[src/eeac_pkg.sv]
/*
 * Constants shared by the EEPROM access control block: register selects,
 * field positions, reset values and timing counts.
 * Assumes a single 125 MHz CPU clock and a 1 MHz calibrated RC tick input.
 */
package eeac_pkg;

    ////////////////////////////////////////////////////////////////////////
    // Register selects on the CPU I/O port
    localparam logic [1:0]  EEAC_SEL_ADDR_LOW      = 2'h0;
    localparam logic [1:0]  EEAC_SEL_ADDR_HIGH     = 2'h1;
    localparam logic [1:0]  EEAC_SEL_DATA          = 2'h2;
    localparam logic [1:0]  EEAC_SEL_CONTROL       = 2'h3;

    ////////////////////////////////////////////////////////////////////////
    // Array geometry
    localparam int          EEAC_ADDR_W            = 9;
    localparam int          EEAC_DEPTH             = 512;
    localparam int          EEAC_ADDR_HIGH_BIT     = 0;

    ////////////////////////////////////////////////////////////////////////
    // Control register fields
    localparam int          EEAC_READ_STROBE_BIT   = 0;
    localparam int          EEAC_WRITE_STROBE_BIT  = 1;
    localparam int          EEAC_MASTER_WE_BIT     = 2;
    localparam int          EEAC_READY_IE_BIT      = 3;

    ////////////////////////////////////////////////////////////////////////
    // Reset values
    localparam logic        EEAC_READY_IE_RST      = 1'b0;
    localparam logic        EEAC_MASTER_WE_RST     = 1'b0;
    localparam logic [7:0]  EEAC_DATA_RST          = 8'h00;
    localparam logic [8:0]  EEAC_ADDR_RST          = 9'h000;

    ////////////////////////////////////////////////////////////////////////
    // Timing
    localparam real         EEAC_CLK_MHZ           = 125.0;
    localparam real         EEAC_RC_MHZ            = 1.0;
    localparam real         EEAC_WRITE_TIME_MS     = 8.5;
    localparam int          EEAC_RC_W              = 14;
    localparam logic [13:0] EEAC_WRITE_RC_CYCLES   = 14'd8448;
    localparam logic [2:0]  EEAC_MWE_TIMEOUT       = 3'h4;
    localparam logic [2:0]  EEAC_WRITE_STALL       = 3'h2;
    localparam logic [2:0]  EEAC_READ_STALL        = 3'h4;

endpackage : eeac_pkg

[src/eeac_top.sv]
/*
 * EEPROM access control: 512-byte data array behind address, data and
 * control registers on the CPU I/O port, guarded self-timed write, reads,
 * CPU stall and ready interrupt.
 * Assumes the CPU port, flash flag, status bit and RC tick are synchronous
 * to clk; por_b is the power-on reset that alone clears a write in flight.
 */
// Contract
// - Nine-bit address selects bytes 0 through 511 linearly.
// - Unused address high bits and control bits 7:4 read zero.
// - Address register has no meaningful reset; software loads it first.
// - Writes store data register byte; reads load addressed byte into it.
// - Ready interrupt stays high while enabled, global flag set, strobe clear.
// - Write starts only when strobe is set while master enable still set.
// - Master write enable clears itself four cycles after being set.
// - No write starts while flash programming is active.
// - Hardware clears the write strobe when the write time elapses.
// - Setting the write strobe stalls the CPU two cycles.
// - Read strobe reads immediately and stalls the CPU four cycles.
// - During a write, reads and address changes are refused.
// - Each write lasts 8448 ticks of the 1 MHz RC oscillator.
// - A write in flight completes through a CPU reset.
// - Write finishes in power-down; oscillator then keeps running.
`timescale 1ns/1ps

module eeac_top
    import eeac_pkg::*;
#(
    parameter logic [13:0] WRITE_RC_CYCLES = EEAC_WRITE_RC_CYCLES
) (
    input  wire logic       clk,
    input  wire logic       rst_b,
    input  wire logic       por_b,
    input  wire logic [1:0] io_sel,
    input  wire logic       io_wr,
    input  wire logic       io_rd,
    input  wire logic [7:0] io_wdata,
    output logic      [7:0] io_rdata,
    input  wire logic       global_irq_flag,
    input  wire logic       flash_prog_enable_flag,
    input  wire logic       rc_tick,
    input  wire logic       power_down_req,
    output logic            ready_irq,
    output logic            cpu_stall,
    output logic            osc_keep_running
);

    ////////////////////////////////////////////////////////////////////////
    // State types

    typedef struct packed {
        logic [8:0] eeprom_byte_address;
        logic [7:0] eeprom_data;
        logic       ready_irq_enable;
        logic       master_write_enable;
        logic [2:0] mwe_timer;
        logic [2:0] stall_cnt;
        logic       stall;
        logic [7:0] rdata;
        logic       irq;
    } eeac_cpu_t;

    typedef struct packed {
        logic        busy;
        logic [13:0] rc_left;
        logic [8:0]  wr_addr;
        logic [7:0]  wr_data;
        logic        osc_keep;
    } eeac_eng_t;

    ////////////////////////////////////////////////////////////////////////
    // Reset synchronisers

    logic [1:0] rst_sync;
    logic [1:0] por_sync;
    logic       rst_n;
    logic       por_n;

    always_ff @(posedge clk or negedge rst_b) begin
        if (!rst_b) begin
            rst_sync <= 2'b00;
        end else begin
            rst_sync <= {rst_sync[0], 1'b1};
        end
    end

    always_ff @(posedge clk or negedge por_b) begin
        if (!por_b) begin
            por_sync <= 2'b00;
        end else begin
            por_sync <= {por_sync[0], 1'b1};
        end
    end

    assign rst_n = rst_sync[1];
    assign por_n = por_sync[1];

    ////////////////////////////////////////////////////////////////////////
    // Storage array

    logic [7:0] mem [EEAC_DEPTH];

    eeac_cpu_t cpu;
    eeac_cpu_t next_cpu;
    eeac_eng_t eng;
    eeac_eng_t next_eng;

    logic       wr_ctrl;
    logic       start_write;
    logic       do_read;
    logic       write_done;
    logic [7:0] read_byte;

    assign read_byte = mem[cpu.eeprom_byte_address];

    ////////////////////////////////////////////////////////////////////////
    // CPU-facing registers

    always_comb begin
        next_cpu    = cpu;
        wr_ctrl     = io_wr && (io_sel == EEAC_SEL_CONTROL);
        start_write = 1'b0;
        do_read     = 1'b0;

        // Enable timeout counts down from the setting edge
        if (cpu.mwe_timer != 3'h0) begin
            next_cpu.mwe_timer = cpu.mwe_timer - 3'h1;
            if (cpu.mwe_timer == 3'h1) begin
                next_cpu.master_write_enable = 1'b0;
            end
        end

        if (cpu.stall_cnt != 3'h0) begin
            next_cpu.stall_cnt = cpu.stall_cnt - 3'h1;
        end

        if (io_wr && io_sel == EEAC_SEL_ADDR_LOW && !eng.busy) begin
            next_cpu.eeprom_byte_address[7:0] = io_wdata;
        end
        if (io_wr && io_sel == EEAC_SEL_ADDR_HIGH && !eng.busy) begin
            next_cpu.eeprom_byte_address[8] = io_wdata[EEAC_ADDR_HIGH_BIT];
        end
        if (io_wr && io_sel == EEAC_SEL_DATA) begin
            next_cpu.eeprom_data = io_wdata;
        end

        if (wr_ctrl) begin
            next_cpu.ready_irq_enable = io_wdata[EEAC_READY_IE_BIT];
            // Strobe judged against the enable held before this write
            if (io_wdata[EEAC_WRITE_STROBE_BIT] && cpu.master_write_enable
                && !eng.busy && !flash_prog_enable_flag) begin
                start_write = 1'b1;
                next_cpu.master_write_enable = 1'b0;
                next_cpu.mwe_timer = 3'h0;
                next_cpu.stall_cnt = EEAC_WRITE_STALL;
            end else if (io_wdata[EEAC_MASTER_WE_BIT]) begin
                next_cpu.master_write_enable = 1'b1;
                next_cpu.mwe_timer = EEAC_MWE_TIMEOUT;
            end
            do_read = io_wdata[EEAC_READ_STROBE_BIT] && !eng.busy && !start_write;
            if (do_read) begin
                next_cpu.eeprom_data = read_byte;
                next_cpu.stall_cnt = EEAC_READ_STALL;
            end
        end

        next_cpu.stall = (next_cpu.stall_cnt != 3'h0);

        // Register read-back, reserved bits as zero
        if (io_rd) begin
            unique case (io_sel)
                EEAC_SEL_ADDR_LOW:  next_cpu.rdata = cpu.eeprom_byte_address[7:0];
                EEAC_SEL_ADDR_HIGH: next_cpu.rdata = {7'h00, cpu.eeprom_byte_address[8]};
                EEAC_SEL_DATA:      next_cpu.rdata = cpu.eeprom_data;
                EEAC_SEL_CONTROL:   next_cpu.rdata = {4'h0, cpu.ready_irq_enable,
                                                      cpu.master_write_enable, eng.busy, 1'b0};
            endcase
        end

        next_cpu.irq = next_cpu.ready_irq_enable && global_irq_flag && !next_eng.busy;
    end

    // Address has no documented reset; a constant is used only to keep it defined
    always_ff @(posedge clk or negedge rst_n) begin
        if (!rst_n) begin
            cpu <= '{eeprom_byte_address: EEAC_ADDR_RST,
                     eeprom_data:         EEAC_DATA_RST,
                     ready_irq_enable:    EEAC_READY_IE_RST,
                     master_write_enable: EEAC_MASTER_WE_RST,
                     mwe_timer:           3'h0,
                     stall_cnt:           3'h0,
                     stall:               1'b0,
                     rdata:               8'h00,
                     irq:                 1'b0};
        end else begin
            cpu <= next_cpu;
        end
    end

    ////////////////////////////////////////////////////////////////////////
    // Self-timed write engine, cleared only by power-on reset

    always_comb begin
        next_eng   = eng;
        write_done = 1'b0;

        if (start_write) begin
            next_eng.busy    = 1'b1;
            next_eng.rc_left = WRITE_RC_CYCLES;
            next_eng.wr_addr = cpu.eeprom_byte_address;
            next_eng.wr_data = cpu.eeprom_data;
        end else if (eng.busy && rc_tick) begin
            if (eng.rc_left <= 14'h0001) begin
                write_done    = 1'b1;
                next_eng.busy = 1'b0;
                next_eng.rc_left = 14'h0000;
            end else begin
                next_eng.rc_left = eng.rc_left - 14'h0001;
            end
        end

        // Oscillator held on once a write met power-down, until power-down ends
        if (!power_down_req) begin
            next_eng.osc_keep = 1'b0;
        end else if (eng.busy) begin
            next_eng.osc_keep = 1'b1;
        end
    end

    always_ff @(posedge clk or negedge por_n) begin
        if (!por_n) begin
            eng <= '{busy:     1'b0,
                     rc_left:  14'h0000,
                     wr_addr:  9'h000,
                     wr_data:  8'h00,
                     osc_keep: 1'b0};
        end else begin
            eng <= next_eng;
        end
    end

    always_ff @(posedge clk) begin
        if (write_done) begin
            mem[eng.wr_addr] <= eng.wr_data;
        end
    end

    ////////////////////////////////////////////////////////////////////////
    // Outputs

    assign io_rdata         = cpu.rdata;
    assign ready_irq        = cpu.irq;
    assign cpu_stall        = cpu.stall;
    assign osc_keep_running = eng.osc_keep;

endmodule : eeac_top

[config.mk]
export PLATFORM = sky130hd
export DESIGN_NAME = eeac_top
export DESIGN_NICKNAME = d
export VERILOG_FILES = /design/src/eeac_pkg.sv /design/src/eeac_top.sv
export SDC_FILE = /design/constraint.sdc
export NUM_CORES = 2
export LEC_CHECK = 0
export BUFFER_PORTS_ARGS = -buffer_cell sky130_fd_sc_hd__buf_4
export CORE_MARGIN = 1
export CORE_UTILIZATION = 55
export DETAILED_ROUTE_END_ITERATION = 10
export GPL_TIMING_DRIVEN = 1
export PLACE_DENSITY = 0.72
export SYNTH_ARGS = -nofsm -noshare
export SYNTH_HDL_FRONTEND = slang
export SYNTH_SLANG_ARGS = --single-unit
[constraint.sdc]
create_clock -name clk -period 1.25 [get_ports clk]
set_clock_uncertainty 0.1 [all_clocks]
set_input_delay 0.0625 -clock clk [delete_from_list [all_inputs] [get_ports clk]]
set_output_delay 0.0625 -clock clk [all_outputs]
set_load 0.1 [all_outputs]
==> flow_summary.ini <==
[power_and_ir_drop]
ir_drop_uv = 1630
power.leakage_nw = 69.9
p_per_area_mw_per_mm2 = 2290

[logic_synthesis]
ys.flop_type = edfxtp_1
synth_area_per_cell_sq_um = 19.8
yosysTopAreaCellShare_pct = 75.0
netlist_area_sq_mm = 0.164
synth_async_sr_flop_share_pct = 1.73
synthTopCellsByArea = edfxtp_1 (75%), mux4_2 (9.0%), mux2i_1 (4.0%)
ys_warn_count = 0
ys_ff_latch = 4168
yosysTopAreaCell = edfxtp_1
yosysSeqAreaShare_pct = 76.1
syn_inst = 8305
synth_enable_flop_cells = 4096
ys_types = 84

[worst_setup_path]
cp_max_fo = 8
worst_ep_arrival_time_ns = 4.34
start_kind = flip-flop
max_stage_delay_ns = 0.52
worstPathRequired_ns = 2.03
worstRegToRegCells = 14
r2r_end = cpu[23]
r2r_slack_ns = -2.31
path_class = flip-flop to flip-flop
worstPathCellList = buf_12, buf_16, buf_12, buf_16, buf_6, mux4_2, mux4_2, nand2_2, nand2_4, o21ai_4, buf_6, nand3_2, o31ai_2, a21oi_2
r2r-start = cpu[26]
slowest_stage = mux4_2
endpoint_kind = flip-flop

[hold_path]
min_path_type = input port to flip-flop
min_to = cpu[12]
hold_path_depth = 5
holdCritStartpoint = flash_prog_enable_flag

[sta]
report.final.hold_viol_count = 16
period_needed_ns = 3.56
layout_setup_ws_ns = -2.31
hold_ws_ns = -0.338
relSlewSlack_pct = 43.6
tightest_slew_ns = 0.846
drv_slew = 0
rsz0062_at_grt = true
max_freq_mhz = 281
setup-violations-final = 8093
fin_crit_sh_pct = 285

[global_route]
grt_pass1_wl_mm = 713
grt_start_max_net_pins = 133
overflow = 0
grtUsageTotal_pct = 33.7
antenna_found_initial = 23
grt_pass1_vias = 95700

[layout]
post_layout_nonfiller_instances = 14500
final_nets = 10200
final_common_cell = edfxtp_1
layout-drive-gt1-share_pct = 37.7
seq_area_sq_mm = 0.125
area_growth_pct = 26.3
num-fill-cells = 17200
multi_input_area_sq_mm = 0.0406
layout_common_cells = edfxtp_1 (4096), buf_4 (1223), mux4_2 (667)

[route]
ant_nets = 0
totalWireLength_mm = 515
firstDrtPassIters = 6
vias = 97100
drt_iter0_drc = 15400
drc = 0
wl_per_cell_um = 35.7
avgViaCountPerCell = 6.72

[status]
violations = hold timing, setup timing
status = finished with violations

[clock_tree]
h-tree-depth = 5
root_buffer = clkbuf_16
cts_tree = yes
clk_pin_slew_ns = 0.06
clk_path_buf_depth = 4
cts_buffers = 409
cts_hold_buf = 32
clock-sinks = 4168
clk_latency_ns = 1.01

[placed_design]
port_buffers = 29
gp_congestion = 1.01
place_inst = 13400
place_hpwl_mm = 329

[floorplan]
die_h_um = 548
die_area_sq_mm = 0.300
start_util_pct = 55.3
io_pins = 30
placementRows = 200
core_area_sq_mm = 0.297
die_width_um = 548

[flow_run]
drv_cap = 0
synthesized netlist by cell type, types with 13 or more instances:
| cell | count |
|---|---|
| clkbuf_1 | 224 |
| edfxtp_1 | 4096 |
| nor3_1 | 80 |
| nand3_1 | 48 |
| mux2i_1 | 658 |
| o221ai_1 | 201 |
| buf_6 | 66 |
| nor2b_1 | 21 |
| a31oi_1 | 44 |
| nor4_1 | 24 |
| dfrtp_1 | 72 |
| mux2_2 | 34 |
| buf_2 | 98 |
| a22oi_1 | 36 |
| nor2_1 | 626 |
| buf_1 | 17 |
| o211ai_1 | 13 |
| mux4_1 | 81 |
| a311oi_1 | 15 |
| o21ai_0 | 121 |
| and3_1 | 19 |
| and2_1 | 22 |
| mux4_2 | 653 |
| a211oi_1 | 25 |
| a21oi_1 | 169 |
| buf_4 | 53 |
| buf_8 | 49 |
| o21a_1 | 13 |
| nand2_1 | 294 |
| o22ai_1 | 197 |
how the worst max path moves through the flow:
| stage | from | end | slack (ns) | depth (start not counted) |
|---|---|---|---|---|
| 4_1_cts | cpu[26] | cpu[19] | -2.19 | 11 |
| 3_3_place_gp | cpu[26] | cpu[19] | -3.40 | 14 |
| 2_1_floorplan | eng[1] | mem[0][0] | -1.65 | 0 |
| 5_1_grt | cpu[26] | cpu[19] | -2.32 | 14 |
| 6_report | cpu[26] | cpu[23] | -2.31 | 14 |
| 3_5_place_dp | cpu[26] | cpu[18] | -3.07 | 11 |
registers in the layout (all words and copies together) (netlist names):
register and count:
cpu 25, cpu_stall 1, eng 32, io_rdata 8
mem 4096, osc_keep_running 1, por_sync 2, ready_irq 1
rst_sync 2
power by group:
group / switching [mW] / total (mW) / internal [mW] / leakage, nW
Clock: 53.8 / 124 / 69.9 / 6.48
Sequential: 1.45 / 168 / 166 / 38.4
Combinational: 107 / 182 / 75.1 / 25.0
layout make-up:
| type | count | area share, % |
|---|---|---|
| Antenna cell | 15 | 0.0181 |
| Clock buffer | 512 | 5.20 |
| Clock inverter | 230 | 1.24 |
| Inverter | 16 | 0.0356 |
| Multi-Input combinational cell | 3595 | 19.6 |
| Sequential cell | 4168 | 60.3 |
| Tap cell | 3939 | 2.38 |
| Timing Repair Buffer | 1976 | 11.2 |
metrics by stage:
step                power, mW  utilization [%]  area [sq um]  worst slack [ns]   TNS, ns
floorplan                 254                -        167000             -1.65         -
global placement          326             63.0        187000             -3.40  -7609.75
detailed placement        329             63.0        187000             -3.07  -7784.05
CTS                       462             68.8        204000             -2.19  -7156.17
global route              481             69.8        207000             -2.32  -7740.30
finish                    474             69.8        207000             -2.31  -7617.43
cells by family after synthesis:
family / after synthesis / synth area share, %
other: 1 / 0.00229
buffers and inverters: 543 / 2.23
AO/OA/AOI/OAI: 947 / 3.97
XOR/XNOR: 2 / 0.0107
AND/OR/NAND/NOR: 1211 / 3.16
adder cells (fa/ha/maj): 7 / 0.0534
multiplexers: 1426 / 14.5
flip-flops: 4168 / 76.1
critical path, delay by kind of cell (launching register included):
family                 cells  cell delay (ns)
DFF                        1             0.47
AOI/OAI and AO/OA          3             0.53
buffers and inverters      6             0.93
muxes                      2             1.03
and+or+nand+nor            3             0.35
routing by layer:
metal  part of all wire [%]  global-route usage (%)  vias up
met2                     46                    51.6     7708
met5                  0.011                       0        -
met3                     13                    8.80     1539
met1                     35                    44.7    49700
met4                    6.5                    18.1       12
li1                       -                       -    38100
timing repair:
item / in CTS / in global routing
gates resized for setup: 412 / 340
gates cloned: 27 / 17
setup endpoints to repair: 7974 / 8074
pin swaps: 89 / 86
buffers inserted: 96 / 105
endpoints found under the hold margin: 71 / 21
Note: power is estimated with default switching activity, not from simulation.
